**src/rtl/ccr_defines.vh**
```
// Register offsets, field positions and reset values for the converter configuration bank
// Assumes an 8-bit register address and data path from the serial interface core
`ifndef CCR_DEFINES_VH
`define CCR_DEFINES_VH
`define CCR_ADDR_RANGE_BUF      8'h05
`define CCR_ADDR_MODE_CFG       8'h06
`define CCR_RST_RANGE_BUF       8'h00
`define CCR_RST_MODE_CFG        8'h00
`define CCR_MASK_RANGE_BUF      8'h7b
`define CCR_MASK_MODE_CFG       8'hbf
`define CCR_B_REF_RANGE         6
`define CCR_B_IN_RANGE          5
`define CCR_B_CM_OUT            4
`define CCR_B_PREF              3
`define CCR_B_PIN               1
`define CCR_B_NIN               0
`define CCR_B_XRANGE            7
`define CCR_B_DOUT_FN           5
`define CCR_B_START_HI          4
`define CCR_B_START_LO          3
`define CCR_B_SPEED             2
`define CCR_B_STBY              1
`define CCR_B_CFG2_LSB          0
`define CCR_START_STOP          2'h0
`define CCR_START_ONESHOT       2'h1
`define CCR_START_SYNC          2'h2
`define CCR_START_RSVD          2'h3
`endif
```
**src/rtl/ccr_config_regs.v**
```verilog
// Configuration register bank: range, buffer, pin function, start mode, speed, standby
// Assumes the serial core presents decoded one-cycle write strobes and byte data on clk
`default_nettype none
`include "ccr_defines.vh"
// Behaviour
// Bit 6 of range register selects low or high reference range.
// High reference range forces effective input range to 1x.
// Bit 5 of range register selects 1x or 2x input range.
// Bit 4 of range register enables common-mode output pin.
// Bit 3 of range register enables positive reference precharge buffer.
// Bit 1 of range register enables positive input precharge buffer.
// Bit 0 of range register enables negative input precharge buffer.
// Bit 7 of mode register selects 25% extended input range.
// Bit 5 of mode register selects data-only or dual data-ready pin function.
// Host should use data-only pin function for daisy chains.
// Bits 4:3 of mode register select start-pin control mode; 11b reserved.
// Bit 2 of mode register selects high or low speed clock mode.
// Standby select zero keeps converter powered while idle.
// Standby select one powers down when stopped, wakes on restart.
// Mode register sits at address 6h, resets to zero.
// Synchronized mode blocks software start and stop commands.
// Reserved bits read zero and ignore writes.
// Host must not write reserved start-mode code.
module ccr_config_regs
(
  input  wire       clk,
  input  wire       rst,
  input  wire       wr_en,
  input  wire [7:0] wr_addr,
  input  wire [7:0] wr_data,
  input  wire [7:0] rd_addr,
  output reg  [7:0] rd_data,
  input  wire       sw_start,
  input  wire       sw_stop,
  input  wire       converting,
  output reg        reference_range_select,
  output reg        input_range_select,
  output reg        eff_input_range_2x,
  output reg        common_mode_output_enable,
  output reg        positive_reference_buffer_enable,
  output reg        positive_input_buffer_enable,
  output reg        negative_input_buffer_enable,
  output reg        extended_range_select,
  output reg        data_out_pin_function,
  output reg  [1:0] start_mode,
  output reg        speed_low,
  output reg        auto_standby_select,
  output reg        cfg2_bit0,
  output reg        sw_start_eff,
  output reg        sw_stop_eff,
  output reg        standby_active
);

  // Writable bits per register; zero bits are reserved and read back zero
  localparam [7:0] RANGE_MASK = `CCR_MASK_RANGE_BUF;
  localparam [7:0] MODE_MASK  = `CCR_MASK_MODE_CFG;
  localparam [7:0] RANGE_RST  = `CCR_RST_RANGE_BUF;
  localparam [7:0] MODE_RST   = `CCR_RST_MODE_CFG;

  reg  [7:0] range_buffer_configuration_r;
  wire [7:0] range_buffer_configuration_nxt;
  reg  [7:0] mode_configuration_r;
  wire [7:0] mode_configuration_nxt;
  reg  [7:0] rd_data_nxt;
  wire       range_wr;
  wire       mode_wr;
  wire       sync_mode;
  wire       cmd_conflict;

  assign range_wr     = wr_en & (wr_addr == `CCR_ADDR_RANGE_BUF);
  assign mode_wr      = wr_en & (wr_addr == `CCR_ADDR_MODE_CFG);
  assign sync_mode    = (mode_configuration_r[`CCR_B_START_HI:`CCR_B_START_LO] == `CCR_START_SYNC);
  // Start and stop together cancel each other
  assign cmd_conflict = sw_start & sw_stop;

  // Per-bit next value; reserved bits are masked to zero on every write
  genvar gi;
  generate
    for (gi = 0; gi < 8; gi = gi + 1)
    begin : g_bit
      assign range_buffer_configuration_nxt[gi] = range_wr ?
                                                  (wr_data[gi] & RANGE_MASK[gi]) :
                                                  range_buffer_configuration_r[gi];
      assign mode_configuration_nxt[gi]         = mode_wr ?
                                                  (wr_data[gi] & MODE_MASK[gi]) :
                                                  mode_configuration_r[gi];
    end
  endgenerate

  always @*
  begin
    case (rd_addr)
      `CCR_ADDR_RANGE_BUF: rd_data_nxt = range_buffer_configuration_r;
      `CCR_ADDR_MODE_CFG:  rd_data_nxt = mode_configuration_r;
      default:             rd_data_nxt = 8'h00;
    endcase
  end

  always @(posedge clk)
  begin
    if (rst)
    begin
      range_buffer_configuration_r <= RANGE_RST;
    end
    else
    begin
      range_buffer_configuration_r <= range_buffer_configuration_nxt;
    end
  end

  always @(posedge clk)
  begin
    if (rst)
    begin
      mode_configuration_r <= MODE_RST;
    end
    else
    begin
      mode_configuration_r <= mode_configuration_nxt;
    end
  end

  always @(posedge clk)
  begin
    if (rst)
    begin
      rd_data <= 8'h00;
    end
    else
    begin
      rd_data <= rd_data_nxt;
    end
  end

  always @(posedge clk)
  begin
    if (rst)
    begin
      reference_range_select <= 1'b0;
    end
    else
    begin
      reference_range_select <= range_buffer_configuration_nxt[`CCR_B_REF_RANGE];
    end
  end

  always @(posedge clk)
  begin
    if (rst)
    begin
      input_range_select <= 1'b0;
    end
    else
    begin
      input_range_select <= range_buffer_configuration_nxt[`CCR_B_IN_RANGE];
    end
  end

  // High reference overrides the stored range bit
  always @(posedge clk)
  begin
    if (rst)
    begin
      eff_input_range_2x <= 1'b0;
    end
    else
    begin
      eff_input_range_2x <= range_buffer_configuration_nxt[`CCR_B_IN_RANGE] &
                            ~range_buffer_configuration_nxt[`CCR_B_REF_RANGE];
    end
  end

  always @(posedge clk)
  begin
    if (rst)
    begin
      common_mode_output_enable <= 1'b0;
    end
    else
    begin
      common_mode_output_enable <= range_buffer_configuration_nxt[`CCR_B_CM_OUT];
    end
  end

  always @(posedge clk)
  begin
    if (rst)
    begin
      positive_reference_buffer_enable <= 1'b0;
    end
    else
    begin
      positive_reference_buffer_enable <= range_buffer_configuration_nxt[`CCR_B_PREF];
    end
  end

  always @(posedge clk)
  begin
    if (rst)
    begin
      positive_input_buffer_enable <= 1'b0;
    end
    else
    begin
      positive_input_buffer_enable <= range_buffer_configuration_nxt[`CCR_B_PIN];
    end
  end

  always @(posedge clk)
  begin
    if (rst)
    begin
      negative_input_buffer_enable <= 1'b0;
    end
    else
    begin
      negative_input_buffer_enable <= range_buffer_configuration_nxt[`CCR_B_NIN];
    end
  end

  always @(posedge clk)
  begin
    if (rst)
    begin
      extended_range_select <= 1'b0;
    end
    else
    begin
      extended_range_select <= mode_configuration_nxt[`CCR_B_XRANGE];
    end
  end

  always @(posedge clk)
  begin
    if (rst)
    begin
      data_out_pin_function <= 1'b0;
    end
    else
    begin
      data_out_pin_function <= mode_configuration_nxt[`CCR_B_DOUT_FN];
    end
  end

  always @(posedge clk)
  begin
    if (rst)
    begin
      start_mode <= 2'h0;
    end
    else
    begin
      start_mode <= mode_configuration_nxt[`CCR_B_START_HI:`CCR_B_START_LO];
    end
  end

  always @(posedge clk)
  begin
    if (rst)
    begin
      speed_low <= 1'b0;
    end
    else
    begin
      speed_low <= mode_configuration_nxt[`CCR_B_SPEED];
    end
  end

  always @(posedge clk)
  begin
    if (rst)
    begin
      auto_standby_select <= 1'b0;
    end
    else
    begin
      auto_standby_select <= mode_configuration_nxt[`CCR_B_STBY];
    end
  end

  always @(posedge clk)
  begin
    if (rst)
    begin
      cfg2_bit0 <= 1'b0;
    end
    else
    begin
      cfg2_bit0 <= mode_configuration_nxt[`CCR_B_CFG2_LSB];
    end
  end

  always @(posedge clk)
  begin
    if (rst)
    begin
      sw_start_eff <= 1'b0;
    end
    else
    begin
      sw_start_eff <= sw_start & ~cmd_conflict & ~sync_mode;
    end
  end

  always @(posedge clk)
  begin
    if (rst)
    begin
      sw_stop_eff <= 1'b0;
    end
    else
    begin
      sw_stop_eff <= sw_stop & ~cmd_conflict & ~sync_mode;
    end
  end

  // Standby only when enabled and stopped; idle stays powered otherwise
  always @(posedge clk)
  begin
    if (rst)
    begin
      standby_active <= 1'b0;
    end
    else
    begin
      standby_active <= mode_configuration_r[`CCR_B_STBY] & ~converting;
    end
  end

endmodule // ccr_config_regs
`default_nettype wire

```
**config.mk**
```make
export PLATFORM = sky130hd
export DESIGN_NAME = ccr_config_regs
export DESIGN_NICKNAME = d
export VERILOG_FILES = /design/src/rtl/ccr_config_regs.v
export VERILOG_INCLUDE_DIRS = /design/src /design/src/rtl
export SDC_FILE = /design/constraint.sdc
export NUM_CORES = 1
export LEC_CHECK = 0
export BUFFER_PORTS_ARGS = -buffer_cell sky130_fd_sc_hd__buf_2
export CAP_MARGIN = 20
export CORE_MARGIN = 2
export CORE_UTILIZATION = 43
export DETAILED_ROUTE_END_ITERATION = 12
export PLACE_DENSITY = 0.89
export SLEW_MARGIN = 20
export SYNTH_ARGS = -nofsm -noshare
export SYNTH_HDL_FRONTEND = slang
export SYNTH_SLANG_ARGS = --single-unit
```
**constraint.sdc**
```tcl
create_clock -name clk -period 1.45 [get_ports clk]
set_input_delay 0.29 -clock clk [delete_from_list [all_inputs] [get_ports clk]]
set_output_delay 0.29 -clock clk [all_outputs]
set_load 0.1 [all_outputs]
```
==> results of run 1 <==
-- cell usage in the layout, fill, tap and decap left out --
cell / instances
sky130_fd_sc_hd__clkbuf_1: 1
sky130_fd_sc_hd__nand2b_1: 21
sky130_fd_sc_hd__and3b_1: 2
sky130_fd_sc_hd__mux2i_1: 13
sky130_fd_sc_hd__a22oi_1: 5
sky130_fd_sc_hd__nand2_1: 2
sky130_fd_sc_hd__dfxtp_1: 24
sky130_fd_sc_hd__nor3b_2: 1
sky130_fd_sc_hd__buf_2: 42
sky130_fd_sc_hd__nand4b_1: 1
sky130_fd_sc_hd__nor2_1: 9
sky130_fd_sc_hd__nand4b_4: 1
sky130_fd_sc_hd__nor2b_1: 2
sky130_fd_sc_hd__and4b_1: 2
sky130_fd_sc_hd__nor4b_4: 1
sky130_fd_sc_hd__nor3b_1: 1
sky130_fd_sc_hd__nor4_1: 1
sky130_fd_sc_hd__dfxtp_2: 1
sky130_fd_sc_hd__a21oi_1: 1
sky130_fd_sc_hd__inv_1: 1
sky130_fd_sc_hd__buf_4: 6
sky130_fd_sc_hd__clkbuf_4: 13
sky130_fd_sc_hd__and4_1: 2
sky130_fd_sc_hd__mux2_1: 1
-- path summary, 6_finish.rpt --
path	startpoint	endpoint	slack, ns	cells after the start
worst max-delay path	range_buffer_configuration_r[6]	reference_range_select	0.04	1
worst min-delay path	converting	standby_active	0.12	2
worst max register to register	range_buffer_configuration_r[5]	eff_input_range_2x	0.59	3
worst min register to register	range_buffer_configuration_r[6]	rd_data[6]	0.46	2
-- stage by stage --
step / hold slack, ns / cell area (um2) / utilization
finish: 0.120 / 1400 / 0.629
global route: 0.0992 / 1400 / 0.629
detailed placement: 0.445 / 1350 / 0.603
CTS: 0.116 / 1380 / 0.617
floorplan: 0.362 / 1030 / -
global placement: 0.450 / 1350 / 0.603
-- Yosys cell counts, drive strengths merged --
cell type	n
dfxtp	25
nand2b	21
mux2i	13
nor2	9
a22oi	5
and3b	2
and4	2
and4b	2
buf	2
clkbuf	2
nand2	2
nand4b	2
nor2b	2
nor3b	2
a21oi	1
inv	1
mux2	1
nor4	1
nor4b	1
-- metal layers --
metal | wire [um] | vias up | global-route usage | part of all wire
met5 | 0 | - | 0 | 0
met4 | 40 | 0 | 0.111 | 0.017
met3 | 119 | 6 | 0.0367 | 0.051
met2 | 1200 | 24 | 0.285 | 0.52
met1 | 950 | 451 | 0.205 | 0.41
li1 | - | 445 | - | -
-- repair_timing --
item | in CTS | in global routing
hold buffers | 0 | 0
hold endpoints to repair | 0 | 0
setup endpoints to repair | 2 | 10
resized for setup | 2 | 10
-- registers in the layout (all words and copies together) (netlist names) --
signal / cells
rd_data: 8
mode_configuration_r: 7
range_buffer_configuration_r: 6
eff_input_range_2x: 1
standby_active: 1
sw_start_eff: 1
sw_stop_eff: 1
-- where the power goes --
| part | leakage [nW] | switching [mW] | internal, mW | total, mW |
|---|---|---|---|---|
| clock | 0.0150 | 0.195 | 0.108 | 0.303 |
| sequential | 0.202 | 0.000794 | 0.689 | 0.690 |
| combinational | 0.480 | 0.0611 | 0.0558 | 0.117 |
| total | 0.697 | 0.257 | 0.853 | 1.11 |
-- cells by family after synthesis --
kind of cell / synth area share
compound gates: 0.0413
buf+inv: 0.0231
flops: 0.485
mux: 0.137
simple gates: 0.313
-- layout make-up --
| cell class | count | area [um2] |
|---|---|---|
| clock buffers | 4 | 26.3 |
| fillers | 179 | 830 |
| inverters | 1 | 3.75 |
| multi-input cells | 66 | 507 |
| well taps | 28 | 35.0 |
| flip-flops and latches | 25 | 502 |
| repair buffers | 58 | 330 |
==> flow_results.org, run 1 <==
** Layout
- Relative to the synthesized area, the layout overhead comes to 36.2%.
- Ratio of cells with drive above 1 in the final layout :: 0.422
- N_diodes :: 0
- Final-stage net count :: 185
- Leaving out filler cells and counting taps, the final layout contains 182.

** Synth
- The cell area that synthesis handed to floorplanning was 1030 um2.
- Mapped Avg Cell Area :: 10.7 um2
- The number of different library cells used by synthesis comes to 22.
- Area fraction of the dominant cell type after synthesis :: 0.485
- Of the synthesized area, sequential elements account for 0.485.
- Yosys Warn Count :: 0
- Synthesized instance count :: 96
- Top post-synthesis cells by area :: sky130_fd_sc_hd__dfxtp_1 (49%), sky130_fd_sc_hd__nand2b_1 (13%), sky130_fd_sc_hd__mux2i_1 (13%)
- The synthesized design spends more area on one cell type than any other, namely sky130_fd_sc_hd__dfxtp_1.
- Mapped Nets :: 126
- Post-synthesis register bit count :: 25

** STA
- Period utilization :: 0.970
- Final Hold Violating Endpoints :: 0
- The max-slew violation total from the final report is 0.
- Tightest Pin Transition :: 0.507 ns
- Clock period minus worst slack :: 1.41 ns
- Between clock sinks in the finished design, the worst skew comes to 0.00425 ns.
- Relative slew slack :: 0.662
- Slack of the critical path :: 0.0441 ns
- After routing, the total negative slack on setup checks comes to 0 ns.
- Setup repair after global routing left no endpoint under its margin.
- Final setup violation count :: 0
- Upper clock frequency limit :: 711 MHz

** Global route
- Number of antenna violations at the first check in global routing :: 0
- The via count of the first global-routing pass came to 863.
- The total overflow left after global routing is 0.
- First-pass GRT wire length :: 3.62 mm
- For this run, the total global-route usage over all layers was measured as 0.174.
- Entering global routing, the biggest net connects 18 pins.

** Setup path
- STA puts the critical path data required time at 1.16 ns.
- The largest single stage delay on the critical path is 0.43 ns.
- Crit Path Category :: reg -> out
- Broken down by cell family, the worst path's largest delay share belongs to buffers and inverters.
- Critical Path Fanout Max :: 4
- CP max-delay cell :: sky130_fd_sc_hd__buf_2
- STA classifies the critical path startpoint as a flop.
- Crit-path cells :: buf_2
- Endpoint kind of the worst setup timing path :: primary output
- Data on the critical path arrives at its endpoint at 1.12 ns.
- Critical path buffer and inverter count :: 1

** Clocking
- # clock sinks :: 25
- Reg clk slew, reported paths :: 0.13 ns
- Clock tree synthesis inserted a total of 3 buffers.
- The longest clock path from root to sink contains 2 buffers.
- TritonCTS built the clock tree.
- Insertion delay of the later-clocked pin in the worst-skew pair :: 0.31 ns
- Buffers added to address setup during post-CTS repair amount to 0.
- Root buffer cell :: sky130_fd_sc_hd__clkbuf_4
- CTS built an H-tree with a depth of 1.

** Route
- The count of nets left with antenna violations once routing finished came out at 0.
- Length of the first detailed-routing pass in iterations :: 4
- Detailed-route wire length :: 2.31 mm
- In this run, the number of DRC markers left after iteration 0 of detailed routing was 20.
- Routed len/inst :: 12.7 um
- After detailed routing, the number of remaining DRC violations is 0.
- Number of vias after detailed routing :: 926
- Dividing the detail-routed via count by the number of cells gives 5.09.

** Floorplan
- Starting density of the core :: 0.462
- Core Footprint :: 2230 um2
- Number of standard-cell rows in the floorplan :: 17
- Die outline area :: 2810 um2
- I/O pins :: 55
- Chip width :: 53.0 um
- Die height :: 53.0 um

** Min path
- The min-delay analysis places its worst path in the category in -> reg.

** Run status
- The flow ran to the end, and the final reports show no timing, DRC or antenna violations.

** Place
- Prior to clock tree synthesis, the placed netlist has a worst setup slack of 0.0231 ns.
- Routability congestion estimate from global placement :: 0.744
- Port buffering added 54 buffers.
- HPWL after DPL :: 1.85 mm
- After detailed placement, the design holds a cell count of 178.

** Power and ir drop
- IR analysis of the VDD net gives a maximum drop of 0.536 mV.
- P_leak :: 0.697 nW
- The completed layout was analyzed and its total power is 1.11 mW.
- In this run the power density over the cells is 790 nW/um2.

** Job
- The tool flagged a number of max-cap violations equal to 0.
Power figures use the tool's default switching activity.
==> inputs of run 2 (changes only) <==
--- a/config.mk
+++ b/config.mk
@@ -6,12 +6,13 @@
 export SDC_FILE = /design/constraint.sdc
 export NUM_CORES = 1
 export LEC_CHECK = 0
+export ABC_AREA = 1
 export BUFFER_PORTS_ARGS = -buffer_cell sky130_fd_sc_hd__buf_2
 export CAP_MARGIN = 20
 export CORE_MARGIN = 2
-export CORE_UTILIZATION = 43
+export CORE_UTILIZATION = 45
 export DETAILED_ROUTE_END_ITERATION = 12
-export PLACE_DENSITY = 0.89
+export PLACE_DENSITY = 0.9
 export SLEW_MARGIN = 20
 export SYNTH_ARGS = -nofsm -noshare
 export SYNTH_HDL_FRONTEND = slang
==> run 2 against run 1 <==
Against the previous run: critical path depth unchanged; maximum frequency down 0.37%; non-clock buffer count down 4; first-iteration DRC count down 35%.
==> flow_results.org, run 2 <==
** Run status
- The run finished with clean final reports.

** Synth
- Yosys Warn Count :: 0 (unchanged)
- Area fraction of the dominant cell type after synthesis :: 0.443 (-0.0425)
- Top post-synthesis cells by area :: sky130_fd_sc_hd__dfxtp_1 (44%), sky130_fd_sc_hd__nor2_1 (10%), sky130_fd_sc_hd__nor2_4 (7.0%)
- Synthesized instance count :: 142 (+48%)
- Yosys instantiated no cell more often than sky130_fd_sc_hd__nor2_1.
- The count of flip-flops with a built-in enable after synthesis came to 0 (unchanged).
- Post-synthesis register bit count :: 25 (unchanged)
- The share of async-settable or async-resettable flops after synthesis is 0 (unchanged).
- The post-synthesis instance area came to 1130 um2 (+9.6%).
- Sequential area share after synthesis :: 0.443 (-0.0425)
- Of all cell types, the one taking the most synthesized area is sky130_fd_sc_hd__dfxtp_1.
- Count of unique library cells instantiated by Yosys :: 19 (-14%)
- The net count after synthesis came to 172 (+37%).
- Post-synth top flop :: sky130_fd_sc_hd__dfxtp_1
- Mapped Avg Cell Area :: 7.96 um2 (-26%)
- The commonest cells after synthesis are sky130_fd_sc_hd__nor2_1 (31), sky130_fd_sc_hd__dfxtp_1 (25), sky130_fd_sc_hd__nand2_1 (19), sky130_fd_sc_hd__nand3_1 (14), sky130_fd_sc_hd__inv_1 (11).

** Global route
- The maximum number of pins on one net before global-route repair is 19 (+1).
- The first-pass GRT wire length was 3.76 mm (+4.0%).
- The total congestion overflow is 0 (unchanged).
- Number of global-route vias before repair :: 896 (+3.8%)
- The number of antenna violations at the first check in global routing came to 0 (unchanged).
- Global-route total usage across every layer :: 0.174 (-0.000385)

** Layout
- The ratio of cells with drive above 1 in the final layout is 0.429 (+0.00722).
- Synth-to-Final Area Change :: 32.0%
- Filler-free cell count of the finished design :: 228 (+25%)
- In the final layout, the registers with the most flip-flops are rd_data: 8 flops, mode_configuration_r: 7 flops, range_buffer_configuration_r: 6 flops.
- The final cell area excluding filler cells was 1490 um2 (+6.2%).
- Register ranked first by flip-flop count :: rd_data
- The number of antenna diodes is 0 (unchanged).
- The final net count is 229 (+24%).
- Largest register FFs :: 8 (unchanged)
- Top library cells by usage in the layout, fill and taps aside :: sky130_fd_sc_hd__buf_2 (44), sky130_fd_sc_hd__nor2_1 (31), sky130_fd_sc_hd__dfxtp_1 (25)
- Most common library cell in the layout ignoring fill and taps :: sky130_fd_sc_hd__buf_2

** Place
- The number of port buffers came to 54 (unchanged).
- The post-placement cell count is 224 (+26%).
- Post-Place Worst Slack :: 0.227 ns (+0.203 ns)
- The HPWL after detailed placement came to 1.93 mm (+4.4%).
- DP Area :: 1440 um2 (+7.1%)
- The global placement routability congestion came to 0.765 (+2.8%).

** Setup path
- The critical path in this run is classified as reg -> out.
- R2R Setup Slk :: 0.64 ns (+0.05 ns)
- The worst setup path is captured at a primary output.
- CP max-delay cell :: sky130_fd_sc_hd__buf_2
- Critical path buffer and inverter count :: 1 (unchanged)
- Slowest stage delay, CP :: 0.44 ns (about the same)
- The largest fanout on the critical path was 3 (-1).
- CP delay by family, top :: buffers and inverters
- Element type at the critical path start :: flop
- Required time of the critical path :: 1.16 ns (about the same)
- Data arrival time at the worst-slack endpoint :: 1.12 ns (about the same)
- Crit-path cells :: buf_2

** STA
- The worst slew margin relative to its limit is 0.675 (+0.0130).
- Final setup violation count :: 0 (unchanged)
- Tightest Pin Transition :: 0.491 ns (-0.0151 ns)
- Post-route setup TNS :: 0 ns (unchanged)
- Clock period minus worst slack :: 1.41 ns (+0.00522 ns)
- Slack of the critical path :: 0.0388 ns (-0.00522 ns)
- The max-slew violation total from the final report came to 0 (unchanged).
- The part of the cycle the worst path needs was 0.973 (+0.00360).
- Final Hold Violating Endpoints :: 0 (unchanged)
- Fin Clk Skew :: 0.00608 ns (+0.00183 ns)
- Upper clock frequency limit :: 709 MHz (-0.37%)
- Setup repair after global routing left no endpoint under its margin.

** Route
- Via count normalized by instance count :: 4.68 (-8.1%)
- The number of nets still failing antenna checks after routing was 0 (unchanged).
- The routed length per placed instance is 10.5 um (-17%).
- The via count came to 1066 (+15%).
- Initial DRC count :: 13 (-35%)
- Length of the first detailed-routing pass in iterations :: 6 (+2)
- Number of DRC violations after detailed routing :: 0 (unchanged)
- Detailed-route wire length :: 2.39 mm (+3.5%)

** Floorplan
- The area of the core is 2430 um2 (+8.9%).
- Die outline area :: 2930 um2 (+4.4%)
- The die span in x was 54.1 um (+2.2%).
- The count of standard-cell rows is 18 (+1).
- Die height :: 54.1 um (+2.2%)
- I/O pins :: 55 (unchanged)
- Starting density of the core :: 0.465 (+0.00288)

** Clocking
- CTS tree :: built
- Root buffer cell :: sky130_fd_sc_hd__clkbuf_4
- The worst-case clock buffer depth is 2 (unchanged).
- The later-pin clock latency in the skew report was 0.31 ns (about the same).
- The maximum level of the CTS H-tree came to 1 (unchanged).
- # clock sinks :: 25 (unchanged)
- Reg clk slew, reported paths :: 0.12 ns (about the same)
- Num CTS Buffers :: 3 (unchanged)
- Post CTS Setup Buffer Count :: 0 (unchanged)

** Min path
- In this run the worst hold path is classified as in -> reg.

** Power and ir drop
- Total power draw :: 1.13 mW (+2.2%)
- The maximum VDD drop came to 0.440 mV (-18%).
- The leakage component of the power was 0.734 nW (+5.4%).
- The power per standard cell area was 760 nW/um2 (-3.8%).

** Job
- The number of max-cap violations is 0 (unchanged).
## run 2: metal layers
metal  vias up  part of all wire  GRT usage
li1        557                 -          -
met1       465              0.40      0.206
met2        40              0.51      0.311
met3         4             0.074     0.0306
met4         0             0.013     0.0625
met5         -                 0          0
## run 2: path summary, 6_finish.rpt
check	start	end	cells after the start
hold reg to reg	mode_configuration_r[2]	rd_data[2]	2
hold / removal	converting	standby_active	2
setup reg to reg	mode_configuration_r[4]	sw_start_eff	3
setup / recovery	range_buffer_configuration_r[1]	positive_input_buffer_enable	1
## run 2: kinds of logic after synthesis
family / share of synthesized area
compound gates: 0.0609
simple gates: 0.436
buf+inv: 0.0598
flops: 0.443
## run 2: area by class of cell
cell class,count,area (um2)
Sequential cell,25,500
Tap cell,30,37.5
Fill cell,231,941
Clock buffer,4,26.3
Multi-Input combinational cell,100,562
Timing Repair Buffer,54,308
Inverter,15,57.6
## run 2: power by group
part	internal, mW	total [mW]	switching, mW
Combinational	0.0514	0.137	0.0857
Clock	0.108	0.306	0.199
Sequential	0.690	0.691	0.00113
Total	0.849	1.13	0.285
## run 2: metrics by stage
| step | util | hold slack [ns] |
|---|---|---|
| floorplan | - | 0.359 |
| global placement | 0.593 | 0.446 |
| detailed placement | 0.593 | 0.452 |
| CTS | 0.608 | 0.110 |
| global route | 0.613 | 0.116 |
| finish | 0.613 | 0.114 |
## run 2: what timing repair did
item,in CTS,in global routing
gates resized for setup,4,5
hold buffers,0,0
endpoints found under the hold margin,0,0
pin swaps,0,0
setup endpoints to repair,4,5
==> inputs of run 3 (changes only) <==
--- a/config.mk
+++ b/config.mk
@@ -9,6 +9,7 @@
 export ABC_AREA = 1
 export BUFFER_PORTS_ARGS = -buffer_cell sky130_fd_sc_hd__buf_2
 export CAP_MARGIN = 20
+export CORE_ASPECT_RATIO = 1.5
 export CORE_MARGIN = 2
 export CORE_UTILIZATION = 45
 export DETAILED_ROUTE_END_ITERATION = 12
==> run 3 against run 2 <==
Against the previous run: combinational power hardly changed; worst setup slack improved by 0.057 ns; cell count decreased by 2.6%; sequential power hardly changed; wire length shrank 2.5%; register-to-register slack improved by 0.03 ns; maximum frequency grew 4.2%; critical path depth did not move; global-route usage grew 0.16 points; design area fell by 0.84%; count of clock-buffer cells in the layout is the same; die area is 0.29% higher; highest routed layer unchanged.
==> flow_results.org, run 3 (synthesis gave the netlist of run 2 again) <==
** Run status
- The flow ran to the end, and the final reports show no timing, DRC or antenna violations.

** Route
- The mean number of vias per cell is 4.90 (+4.8%).
- The initial DRC count was 18 (+5).
- Detailed-route wire length :: 2.33 mm (-2.5%)
- Length of the first detailed-routing pass in iterations :: 4 (-2)
- Number of DRC violations after detailed routing :: 0 (unchanged)
- Count of antenna-violating nets left after detailed routing :: 0 (unchanged)
- The routed length per placed instance was 10.5 um (+0.17%).
- The via count was 1088 (+2.1%).

** Global route
- Global-route total usage across every layer :: 0.175 (+0.00159)
- Largest net degree at the start of global routing :: 19 (unchanged)
- Number of antenna violations at the first check in global routing :: 0 (unchanged)
- The total congestion overflow is 0 (unchanged).
- First-pass GRT wire length :: 3.90 mm (+3.7%)
- The via count of the first global-routing pass came to 1029 (+15%).

** Place
- Routability congestion estimate from global placement :: 0.803 (+5.0%)
- The post-placement cell count is 218 (-2.7%).
- HPWL after DPL :: 1.93 mm (unchanged)
- The number of port buffers was 54 (unchanged).

** Power and ir drop
- The maximum VDD drop came to 0.394 mV (-11%).
- The power per standard cell area was 762 nW/um2 (+0.22%).
- P_leak :: 0.728 nW (-0.90%)

** Setup path
- Walking the worst path, the cells encountered are buf_4.
- The startpoint identified for the worst register-to-register timing path is mode_configuration_r[4].
- The worst setup path is of the reg -> out kind.
- The largest fanout on the critical path was 4 (+1).
- The worst setup path is captured at a primary output.
- The cell depth of the worst setup path is 1 (unchanged).
- The worst setup path is launched from a flop.
- The arrival time of the worst setup path came to 1.06 ns (-0.06 ns).
- CP delay by family, top :: flip-flops
- R2R Setup Slk :: 0.67 ns (+0.03 ns)
- The maximum single-stage delay on the critical path is 0.43 ns (about the same).
- The number of buffers and inverters on the critical path was 1 (unchanged).
- Critical register-to-register path endpoint :: sw_stop_eff
- Required time of the critical path :: 1.16 ns (about the same)
- R2r worst-path depth :: 3 (unchanged)
- CP max-delay cell :: sky130_fd_sc_hd__dfxtp_1
- Worst Setup EP :: start_mode[1]
- The critical path starts at mode_configuration_r[4].

** Clocking
- The maximum level of the CTS H-tree came to 1 (unchanged).
- The root buffer cell chosen for the clock tree is sky130_fd_sc_hd__clkbuf_4.
- Insertion delay of the later-clocked pin in the worst-skew pair :: 0.31 ns (about the same)
- Maximum count of clock buffers along a single path :: 2 (unchanged)
- # clock sinks :: 25 (unchanged)
- Hold buffers post-CTS :: 0 (unchanged)
- CTS tree :: built
- The number of buffers inserted during clock tree synthesis came to 3 (unchanged).
- Post CTS Setup Buffer Count :: 0 (unchanged)
- The clock-pin slew on the worst setup and hold paths was 0.12 ns (about the same).

** Layout
- Final-stage net count :: 229 (unchanged)
- Register ranked first by flip-flop count :: rd_data
- Synth-to-Final Area Change :: 30.9%
- N_diodes :: 0 (unchanged)
- The post-layout instance count excluding filler cells is 222 (-2.6%).
- The largest registers in the layout are rd_data: 8 flops, mode_configuration_r: 7 flops, range_buffer_configuration_r: 6 flops.
- Ratio of cells with drive above 1 in the final layout :: 0.429 (unchanged)
- The flip-flop count of the largest register after layout was 8 (unchanged).
- Most common library cell in the layout ignoring fill and taps :: sky130_fd_sc_hd__buf_2
- The top cell types in the final layout, fill and taps aside, are sky130_fd_sc_hd__buf_2 (41), sky130_fd_sc_hd__nor2_1 (31), sky130_fd_sc_hd__dfxtp_1 (25).

** Floorplan
- The area of the core came to 2420 um2 (-0.41%).
- Die height :: 65.4 um (+21%)
- Die outline area :: 2940 um2 (+0.29%)
- The count of standard-cell rows was 22 (+4).
- I/O pins :: 55 (unchanged)
- Chip width :: 44.9 um (-17%)
- Starting density of the core :: 0.466 (+0.00192)

** STA
- Clock period minus worst slack :: 1.35 ns (-0.0567 ns)
- The worst-margin pin slew came to 0.489 ns (-0.00234 ns).
- Fin Clk Skew :: 0.00258 ns (-0.00350 ns)
- The total negative setup slack came to 0 ns (unchanged).
- The worst slew margin relative to its limit came to 0.676 (+0.00155).
- Final Hold Violating Endpoints :: 0 (unchanged)
- Final setup violation count :: 0 (unchanged)
- The final hold slack is 0.112 ns (-0.00173 ns).
- Setup repair after global routing left no endpoint under its margin.
- Count of pins over their slew limit :: 0 (unchanged)
- Upper clock frequency limit :: 738 MHz (+4.2%)
- Period utilization :: 0.934 (-0.0391)

** Job
- The number of max-cap violations came to 0 (unchanged).

** Min path
- The min-delay analysis places its worst path in the category in -> reg.
==> run 3: cell count changes in the layout (fill, tap and decap cells not counted), sizes merged <==
cell,previous run,this run
buf,49,43
clkbuf,9,15
==> run 3: where the power goes <==
part | switching [mW] | internal [mW] | total, mW
sequential | 0.00111 | 0.690 | 0.691
combinational | 0.0867 | 0.0514 | 0.138
clock | 0.191 | 0.107 | 0.298
total | 0.279 | 0.848 | 1.13
==> run 3: worst min path at each step <==
stage | end | slack, ns | startpoint | cells after the start
2_1_floorplan | range_buffer_configuration_r[6] | 0.36 | rst | 1
3_3_place_gp | standby_active | 0.45 | converting | 2
3_5_place_dp | standby_active | 0.45 | converting | 2
4_1_cts | standby_active | 0.11 | converting | 2
5_1_grt | standby_active | 0.12 | converting | 2
6_report | standby_active | 0.11 | converting | 2
==> run 3: per-stage QoR <==
step | setup slack (ns) | total power [mW] | utilization | area (um2)
floorplan | 0.0837 | 0.788 | - | 1130
global placement | 0.269 | 0.842 | 0.586 | 1420
detailed placement | 0.216 | 0.844 | 0.586 | 1420
CTS | 0.00339 | 1.13 | 0.599 | 1450
global route | 0.0457 | 1.18 | 0.611 | 1480
finish | 0.0956 | 1.13 | 0.611 | 1480
==> run 3: area by class of cell <==
type | instances | area, um2
Tap cell | 24 | 30.0
Multi-Input combinational cell | 100 | 562
Inverter | 15 | 57.6
Timing Repair Buffer | 54 | 303
Clock buffer | 4 | 26.3
Fill cell | 218 | 943
Sequential cell | 25 | 500
==> run 3: metal layers <==
metal / track usage / vias up / share of wire
met5: 0 / - / 0
met4: 0.0956 / 0 / 0.019
met3: 0.0330 / 5 / 0.054
met2: 0.330 / 36 / 0.56
met1: 0.169 / 488 / 0.37
li1: - / 559 / -
==> run 3: worst register-to-register path: stages, from the launching register on <==
cell and delay, ns:
sky130_fd_sc_hd__dfxtp_1 0.43, sky130_fd_sc_hd__inv_1 0.06, sky130_fd_sc_hd__nor2_1 0.13, sky130_fd_sc_hd__nor4_1 0.06
==> run 3: what timing repair did <==
item                       CTS  global route
hold endpoints to repair     0             0
resized for setup            2            11
setup endpoints to repair    2            11
